===== config.mk =====
export PLATFORM = sky130hd
export DESIGN_NAME = fdcs_regs
export DESIGN_NICKNAME = d
export VERILOG_FILES = /design/src/design/fdcs_pkg.sv /design/src/design/fdcs_drive_decode.sv /design/src/design/fdcs_edge_flag.sv /design/src/design/fdcs_regs.sv
export SDC_FILE = /design/constraint.sdc
export NUM_CORES = 1
export LEC_CHECK = 0
export BUFFER_PORTS_ARGS = -buffer_cell sky130_fd_sc_hd__buf_2
export CORE_MARGIN = 2
export CORE_UTILIZATION = 40
export CTS_CLUSTER_DIAMETER = 80
export DETAILED_ROUTE_END_ITERATION = 16
export MAX_ROUTING_LAYER = met4
export PLACE_DENSITY_LB_ADDON = 0.12
export SLEW_MARGIN = 20
export SYNTH_ARGS = -nofsm -noshare
export SYNTH_HDL_FRONTEND = slang
export SYNTH_SLANG_ARGS = --single-unit
export TNS_END_PERCENT = 5

===== constraint.sdc =====
create_clock -name clk_i -period 4.4 [get_ports clk_i]
set_input_delay 0.44 -clock clk_i [delete_from_list [all_inputs] [get_ports clk_i]]
set_output_delay 0.44 -clock clk_i [all_outputs]
set_load 0.02 [all_outputs]

===== src/design/fdcs_pkg.sv =====
// Constants and types shared by the drive control and status register bank
package fdcs_pkg;

	// ==========================================================
	// Host I/O addresses
	localparam logic [15:0] FDCS_ADDR_STATUS_SECOND = 16'h03f1;
	localparam logic [15:0] FDCS_ADDR_OUTPUT_CTRL   = 16'h03f2;
	localparam logic [15:0] FDCS_ADDR_TAPE_ASSIGN   = 16'h03f3;
	localparam logic [15:0] FDCS_ADDR_DIGITAL_IN    = 16'h03f7;

	// ==========================================================
	// Output control field positions
	localparam int FDCS_DOC_SEL_LO   = 0;
	localparam int FDCS_DOC_SEL_HI   = 1;
	localparam int FDCS_DOC_RUN      = 2;
	localparam int FDCS_DOC_DMA_EN   = 3;
	localparam int FDCS_DOC_MOTOR0   = 4;
	localparam int FDCS_DOC_MOTOR1   = 5;

	// ==========================================================
	// Second status field positions
	localparam int FDCS_SS_WRITE_ENABLE_LINE     = 2;
	localparam int FDCS_SS_RDATA     = 3;
	localparam int FDCS_SS_WDATA     = 4;
	localparam int FDCS_SS_SEL0      = 5;
	localparam int FDCS_SS_SEL1      = 6;

	// ==========================================================
	// Reset values
	localparam logic [7:0] FDCS_DOC_RESET  = 8'h00;
	localparam logic [1:0] FDCS_TAPE_RESET = 2'h0;
	localparam logic [1:0] FDCS_RSV_ONES   = 2'h3;

	// ==========================================================
	// Timing
	localparam int FDCS_CLK_MHZ       = 50;
	localparam int FDCS_SRST_MIN_NS   = 100;
	localparam int FDCS_SRST_CYCLES   =
		(FDCS_SRST_MIN_NS * FDCS_CLK_MHZ + 999) / 1000;
	localparam int FDCS_SRST_CNT_W    = 3;

	// ==========================================================
	// Compatibility layouts of the second status register
	typedef enum logic [1:0] {
		FDCS_MODE_BASIC,
		FDCS_MODE_ENHANCED,
		FDCS_MODE_LATCHED
	} fdcs_status_mode_t;

endpackage


===== src/design/fdcs_drive_decode.sv =====
// Internal two drive select and motor decode, normal or swapped
`timescale 1ns/10ps
`default_nettype none
module fdcs_drive_decode
	import fdcs_pkg::*;
(
	input  wire logic [1:0] drive_num_i,
	input  wire logic       motor0_en_i,
	input  wire logic       motor1_en_i,
	input  wire logic       swap_i,
	output logic            drive_zero_select_n_o,
	output logic            drive_one_select_n_o,
	output logic            motor_zero_on_n_o,
	output logic            motor_one_on_n_o
);

	// ==========================================================
	// Normal decode terms, one binary drive number
	wire sel0_n = ~((drive_num_i == 2'h0) & motor0_en_i);
	wire sel1_n = ~((drive_num_i == 2'h1) & motor1_en_i);

	// Swap exchanges both selects and motors
	assign drive_zero_select_n_o = swap_i ? sel1_n : sel0_n;
	assign drive_one_select_n_o  = swap_i ? sel0_n : sel1_n;
	assign motor_zero_on_n_o     = swap_i ? ~motor1_en_i : ~motor0_en_i;
	assign motor_one_on_n_o      = swap_i ? ~motor0_en_i : ~motor1_en_i;

endmodule
`default_nettype wire


===== src/design/fdcs_edge_flag.sv =====
// Edge detector that either latches a sticky flag or toggles a bit
`timescale 1ns/10ps
`default_nettype none
module fdcs_edge_flag
	import fdcs_pkg::*;
#(
	parameter bit RISING = 1'b1,
	parameter bit TOGGLE = 1'b0
) (
	input  wire logic clk_i,
	input  wire logic reset_i,
	input  wire logic sig_i,
	input  wire logic clr_i,
	output logic      flag_o
);

	// ==========================================================
	// Edge detection
	logic prev_reg;
	logic flag_reg;
	logic flag_next;
	wire  edge_seen = RISING ? (sig_i & ~prev_reg) : (~sig_i & prev_reg);

	// Toggle mode flips, latch mode sets and set wins over clear
	assign flag_next = TOGGLE ? (flag_reg ^ edge_seen) :
		(edge_seen ? 1'b1 : (clr_i ? 1'b0 : flag_reg));

	// History follows the input through reset, so no false edge after it
	always_ff @(posedge clk_i) begin
		prev_reg <= sig_i;
		if (reset_i) begin
			flag_reg <= 1'b0;
		end else begin
			flag_reg <= flag_next;
		end
	end

	assign flag_o = flag_reg;

endmodule
`default_nettype wire


===== src/design/fdcs_regs.sv =====
// Drive control and status register bank of the floppy controller
`timescale 1ns/10ps
`default_nettype none
module fdcs_regs
	import fdcs_pkg::*;
(
	input  wire logic              clk_i,
	input  wire logic              reset_i,
	input  wire logic [15:0]       io_addr_i,
	input  wire logic              io_rd_i,
	input  wire logic              io_wr_i,
	input  wire logic [7:0]        io_wdata_i,
	output logic      [7:0]        io_rdata_o,
	output logic                   io_rdata_oe_o,
	input  wire fdcs_status_mode_t status_mode_i,
	input  wire logic              swap_decode_i,
	input  wire logic              enhanced_floppy_i,
	input  wire logic [7:0]        drive_type_cfg_i,
	input  wire logic [1:0]        boot_drive_i,
	input  wire logic              write_enable_line_i,
	input  wire logic              write_data_i,
	input  wire logic              read_data_n_i,
	input  wire logic              fdc_irq_i,
	input  wire logic              fdc_drq_i,
	output logic                   fdc_irq_o,
	output logic                   fdc_drq_o,
	output logic                   soft_reset_o,
	output logic [1:0]             tape_drive_o,
	output logic                   drive_zero_select_n_o,
	output logic                   drive_one_select_n_o,
	output logic                   motor_zero_on_n_o,
	output logic                   motor_one_on_n_o
);

	// ==========================================================
	// Registers
	logic [7:0]                 doc_reg;
	logic [7:0]                 doc_next;
	logic [1:0]                 tape_reg;
	logic [1:0]                 tape_next;
	logic [FDCS_SRST_CNT_W-1:0] srst_cnt_reg;
	logic [FDCS_SRST_CNT_W-1:0] srst_cnt_next;
	logic [7:0]                 rdata_reg;
	logic [7:0]                 rdata_next;
	logic                       oe_reg;
	logic                       oe_next;
	logic                       rd_meta_reg;
	logic                       rd_sync_reg;

	// ==========================================================
	// Address decode
	wire sel_status = (io_addr_i == FDCS_ADDR_STATUS_SECOND);
	wire sel_doc    = (io_addr_i == FDCS_ADDR_OUTPUT_CTRL);
	wire sel_tape   = (io_addr_i == FDCS_ADDR_TAPE_ASSIGN);
	wire dir_read   = io_rd_i & (io_addr_i == FDCS_ADDR_DIGITAL_IN);
	wire wr_doc     = io_wr_i & sel_doc;
	wire wr_tape    = io_wr_i & sel_tape;

	// Mode decode from the static configuration inputs
	wire mode_basic = (status_mode_i == FDCS_MODE_BASIC);
	wire mode_enh   = (status_mode_i == FDCS_MODE_ENHANCED);
	wire mode_lat   = (status_mode_i == FDCS_MODE_LATCHED);

	// ==========================================================
	// Read data pin synchroniser
	always_ff @(posedge clk_i) begin
		if (reset_i) begin
			rd_meta_reg <= 1'b1;
			rd_sync_reg <= 1'b1;
		end else begin
			rd_meta_reg <= read_data_n_i;
			rd_sync_reg <= rd_meta_reg;
		end
	end

	// ==========================================================
	// Edge flags and toggles
	logic wg_flag;
	logic rd_flag;
	logic wd_flag;
	logic rd_tog;
	logic wd_tog;

	// Write gate active edge, cleared by input register read
	fdcs_edge_flag #(.RISING(1'b1), .TOGGLE(1'b0)) u_wg_flag (
		.clk_i   (clk_i),
		.reset_i (reset_i),
		.sig_i   (write_enable_line_i),
		.clr_i   (dir_read),
		.flag_o  (wg_flag)
	);

	// Read data inactive edge is the rise of the low-active pin
	fdcs_edge_flag #(.RISING(1'b1), .TOGGLE(1'b0)) u_rd_flag (
		.clk_i   (clk_i),
		.reset_i (reset_i),
		.sig_i   (rd_sync_reg),
		.clr_i   (dir_read),
		.flag_o  (rd_flag)
	);

	// Write data inactive edge, not gated by write gate
	fdcs_edge_flag #(.RISING(1'b0), .TOGGLE(1'b0)) u_wd_flag (
		.clk_i   (clk_i),
		.reset_i (reset_i),
		.sig_i   (write_data_i),
		.clr_i   (dir_read),
		.flag_o  (wd_flag)
	);

	// Toggle bits for the enhanced layout
	fdcs_edge_flag #(.RISING(1'b1), .TOGGLE(1'b1)) u_rd_tog (
		.clk_i   (clk_i),
		.reset_i (reset_i),
		.sig_i   (rd_sync_reg),
		.clr_i   (1'b0),
		.flag_o  (rd_tog)
	);

	fdcs_edge_flag #(.RISING(1'b0), .TOGGLE(1'b1)) u_wd_tog (
		.clk_i   (clk_i),
		.reset_i (reset_i),
		.sig_i   (write_data_i),
		.clr_i   (1'b0),
		.flag_o  (wd_tog)
	);

	// ==========================================================
	// Drive decode
	fdcs_drive_decode u_decode (
		.drive_num_i           (doc_reg[FDCS_DOC_SEL_HI:FDCS_DOC_SEL_LO]),
		.motor0_en_i           (doc_reg[FDCS_DOC_MOTOR0]),
		.motor1_en_i           (doc_reg[FDCS_DOC_MOTOR1]),
		.swap_i                (swap_decode_i),
		.drive_zero_select_n_o (drive_zero_select_n_o),
		.drive_one_select_n_o  (drive_one_select_n_o),
		.motor_zero_on_n_o     (motor_zero_on_n_o),
		.motor_one_on_n_o      (motor_one_on_n_o)
	);

	// ==========================================================
	// Register next values
	assign doc_next  = wr_doc ? io_wdata_i : doc_reg;
	assign tape_next = wr_tape ? io_wdata_i[1:0] : tape_reg;

	// Stretch the controller reset to its least length
	assign srst_cnt_next = ~doc_reg[FDCS_DOC_RUN] ?
		FDCS_SRST_CNT_W'(FDCS_SRST_CYCLES) :
		((srst_cnt_reg != '0) ? srst_cnt_reg - 1'b1 : srst_cnt_reg);

	// Register state, hardware reset only
	always_ff @(posedge clk_i) begin
		if (reset_i) begin
			doc_reg      <= FDCS_DOC_RESET;
			tape_reg     <= FDCS_TAPE_RESET;
			srst_cnt_reg <= '0;
		end else begin
			doc_reg      <= doc_next;
			tape_reg     <= tape_next;
			srst_cnt_reg <= srst_cnt_next;
		end
	end

	// ==========================================================
	// Control outputs
	assign soft_reset_o = ~doc_reg[FDCS_DOC_RUN] | (srst_cnt_reg != '0);
	wire   dma_irq_enable = mode_enh | doc_reg[FDCS_DOC_DMA_EN];
	assign fdc_irq_o    = fdc_irq_i & dma_irq_enable;
	assign fdc_drq_o    = fdc_drq_i & dma_irq_enable;
	assign tape_drive_o = tape_reg;

	// ==========================================================
	// Read layouts
	wire [7:0] status_enh = {FDCS_RSV_ONES, doc_reg[FDCS_DOC_SEL_LO],
		wd_tog, rd_tog, write_enable_line_i,
		doc_reg[FDCS_DOC_MOTOR1], doc_reg[FDCS_DOC_MOTOR0]};
	wire [7:0] status_lat = {1'b1, drive_one_select_n_o,
		drive_zero_select_n_o, wd_flag, rd_flag, wg_flag,
		2'b11};
	wire [1:0] type_id    = drive_type_cfg_i[
		{doc_reg[FDCS_DOC_SEL_HI:FDCS_DOC_SEL_LO], 1'b0} +: 2];
	wire [7:0] tape_rd    = enhanced_floppy_i ?
		{2'b00, type_id, boot_drive_i, tape_reg} :
		{6'h00, tape_reg};
	wire       status_drv = sel_status & ~mode_basic;

	// Read mux and drive enable
	assign rdata_next = ~io_rd_i ? 8'h00 :
		(status_drv ? (mode_enh ? status_enh : status_lat) :
		(sel_doc ? doc_reg : (sel_tape ? tape_rd : 8'h00)));
	assign oe_next = io_rd_i & (status_drv | sel_doc | sel_tape);

	// Registered read answer
	always_ff @(posedge clk_i) begin
		if (reset_i) begin
			rdata_reg <= 8'h00;
			oe_reg    <= 1'b0;
		end else begin
			rdata_reg <= rdata_next;
			oe_reg    <= oe_next;
		end
	end

	assign io_rdata_o    = rdata_reg;
	assign io_rdata_oe_o = oe_reg;
endmodule
`default_nettype wire


==> impl_metrics.sql <==
INSERT INTO impl_metrics (metric_group, metric, value, unit) VALUES
('run_status', 'result_of_the_run', 'finished, final reports clean', ''),
('route', 'met3RoutedLength', '287', 'µm'),
('route', 'wl_per_cell', '14.0', 'µm'),
('setup_path', 'end_kind', 'flip-flop', ''),
('route', 'wirelength', '4080', 'µm'),
('clocking', 'worst_setup_hold_path_clk_slew', '0.07', 'ns'),
('floorplan', 'rows', '22', ''),
('grt', 'globalRouteOverflowTotal', '0', ''),
('timing', 'max_transition_viols_final', '0', ''),
('clocking', 'cts-root-to-sink-buffers', '2', ''),
('setup_path', 'critical-path-slowest-cell', 'sky130_fd_sc_hd__or4_4', ''),
('pwr', 'worst_ir_drop_vdd', '0.000206', 'V'),
('timing', 'slew_at_the_pin_with_the_worst_max_slew_slack', '0.960', 'ns'),
('yosys', 'cells_after_synth', '179', ''),
('route', 'detail_route.drc_violations', '0', ''),
('finish', 'diodes', '0', ''),
('clocking', 'cts-htree-levels', '2', ''),
('clocking', 'post_cts_resized', '0', ''),
('finish', 'layout.filler_cells', '386', ''),
('clocking', 'clock_latency', '0.29', 'ns'),
('finish', 'layout.cells.most_common_list', '64 x sky130_fd_sc_hd__buf_2, 32 x sky130_fd_sc_hd__dfxtp_1, 20 x sky130_fd_sc_hd__nand3_1, 20 x sky130_fd_sc_hd__a21oi_1, 13 x sky130_fd_sc_hd__o21ai_1', ''),
('finish', 'layout.cell_area.non_filler', '0.00202', 'mm²'),
('clocking', 'cts-buffers-inserted', '5', ''),
('yosys', 'ys_async_sr_fraction', '0', '%'),
('timing', 'setup_viol_count_final', '0', ''),
('route', 'top_layer_used', 'met4', ''),
('grt', 'grt_first_pass_wirelength', '6740', 'µm'),
('yosys', 'synth-edff-count', '0', ''),
('timing', 'hold_viol', '0', ''),
('yosys', 'syn-cell-area', '0.00159', 'mm²'),
('clocking', 'postCtsSetupRepairBufs', '0', ''),
('finish', 'synthToLayoutAreaGrowth', '26.7', '%'),
('route', 'detailedRoute.firstPassIterationCount', '4', ''),
('placement', 'post_dp_cell_area', '0.00193', 'mm²'),
('placement', 'place.gp.congestion', '0.875', ''),
('finish', 'most_common_cell_after_layout_fill_and_taps_aside', 'sky130_fd_sc_hd__buf_2', ''),
('placement', 'io_buffers', '64', ''),
('floorplan', 'full_die_area', '0.00450', 'mm²'),
('setup_path', 'cp_cell_sequence', 'buf_2 > or4_4 > or4_4 > a2111oi_1 > a311oi_1', ''),
('timing', 'time_the_final_worst_path_needs_with_i_o_delays_and_setup', '2.05', 'ns'),
('clocking', 'cts_tree', 'yes', ''),
('route', 'met2_wirelength', '1860', 'µm'),
('timing', 'rsz0062_at_grt', 'no', ''),
('grt', 'maximum_number_of_pins_on_one_net_before_global_route_repair', '23', ''),
('route', 'first_iter_violations', '77', ''),
('clocking', 'cts_sinks', '32', ''),
('floorplan', 'boundaryPins', '65', ''),
('floorplan', 'floorplan.initialDensity', '42.5', '%'),
('placement', 'hpwlAfterDp', '3120', 'µm'),
('timing', 'fin_tns_setup', '0', 'ns'),
('yosys', 'yosysUniqueCellTypes', '42', ''),
('yosys', 'synth_top_flop_cell', 'sky130_fd_sc_hd__dfxtp_1', ''),
('yosys', 'synthesis.yosys.warnings', '0', ''),
('floorplan', 'chipHeight', '67.1', 'µm'),
('setup_path', 'critPathMaxStageDelay', '0.59', 'ns'),
('setup_path', 'worst-endpoint-arrival', '2.22', 'ns'),
('pwr', 'power_density', '289', 'mW/mm²'),
('finish', 'net_total_in_the_final_layout', '292', ''),
('setup_path', 'start_kind', 'primary input', ''),
('route', 'detail_route.wirelength.met1', '1880', 'µm'),
('yosys', 'number_of_nets_in_the_synthesized_netlist', '229', ''),
('yosys', 'synth-seq-area-share', '40.3', '%'),
('route', 'final_antenna_net_count', '0', ''),
('pwr', 'leakage', '0.800', 'nW'),
('clocking', 'post_cts_hold_buffer_count', '0', ''),
('route', 'total_number_of_vias', '1592', ''),
('timing', 'timing.clock.skew', '0.00436', 'ns'),
('setup_path', 'critPathRequiredTime', '4.57', 'ns'),
('setup_path', 'crit_path_max_fanout', '9', ''),
('grt', 'track_usage', '20.6', '%'),
('setup_path', 'critical_path_class', 'primary input to flip-flop', '');
Yosys cell counts (all sizes together), types with 3 or more instances:
cell | instances | area share, %
dfxtp | 32 | 40
a21oi | 20 | 6.3
nand3 | 20 | 6.3
o21ai | 14 | 4.4
nand2 | 11 | 2.6
clkbuf | 6 | 1.4
inv | 6 | 1.4
nand2b | 6 | 2.4
nor2 | 5 | 1.2
nor4 | 5 | 3.9
a31oi | 4 | 1.6
or2 | 4 | 1.6
or4 | 4 | 2.4
a311oi | 3 | 1.7
buf | 3 | 1.7
ha | 3 | 2.4
mux2i | 3 | 1.9
stage by stage:
stage / cells / total power, mW / utilization [%] / setup WS (ns)
6_report: 291 / 0.583 / 53.9 / 2.35
5_1_grt: 291 / 0.612 / 53.9 / 2.31
4_1_cts: 291 / 0.585 / 53.9 / 2.35
3_5_place_dp: 283 / 0.365 / 51.5 / 2.05
3_3_place_gp: 283 / 0.364 / 51.5 / 2.10
2_1_floorplan: 179 / 0.334 / - / 2.14
kinds of logic (layout without fill, tap and decap cells):
family          count (synthesis)  count (layout)  share of synthesized area, %
mux                             5               5                          4.72
fa+ha+maj                       3               3                          2.36
simple gates                   70              70                          27.4
xor+xnor                        1               1                         0.550
buf+inv                        16              80                          4.79
flops                          32              32                          40.3
compound gates                 52              52                          19.9
critical path, delay by kind of cell:
| kind | cells | cell delay, ns |
|---|---|---|
| and+or+nand+nor | 2 | 1.17 |
| buffers and inverters | 1 | 0.09 |
| AOI/OAI and AO/OA | 2 | 0.51 |
per-layer routing:
metal  global-route usage, %  vias up
li1                        -      795
met1                    26.3      733
met2                    32.1       60
met3                    5.24        4
met4                    6.12        0
met5                       -        -
path summary, 6_finish.rpt:
kind,to,slack [ns],startpoint,depth (start not counted)
worst max register to register,io_rdata_o[5],2.89,doc_reg[4],4
worst max-delay path,io_rdata_o[4],2.35,io_addr_i[13],5
worst min register to register,u_rd_tog.prev_reg,0.36,rd_sync_reg,0
worst min-delay path,u_wd_tog.prev_reg,0.26,write_data_i,1
cell type report:
cell class / instances / area (µm²) / share of cell area (%)
multi-input cells: 131 / 875 / 43.4
flip-flops and latches: 32 / 641 / 31.8
repair buffers: 65 / 328 / 16.3
clock buffers: 5 / 68.8 / 3.41
well taps: 48 / 60.1 / 2.98
inverters: 7 / 26.3 / 1.30
clock inverters: 3 / 18.8 / 0.931
where the power goes:
part / switching (mW) / total, mW / leakage (nW) / internal, mW
Combinational: 0.0315 / 0.0593 / 0.491 / 0.0278
Clock: 0.116 / 0.226 / 0.0479 / 0.110
Sequential: 0.00279 / 0.298 / 0.261 / 0.296
Power figures use the tool's default switching activity.
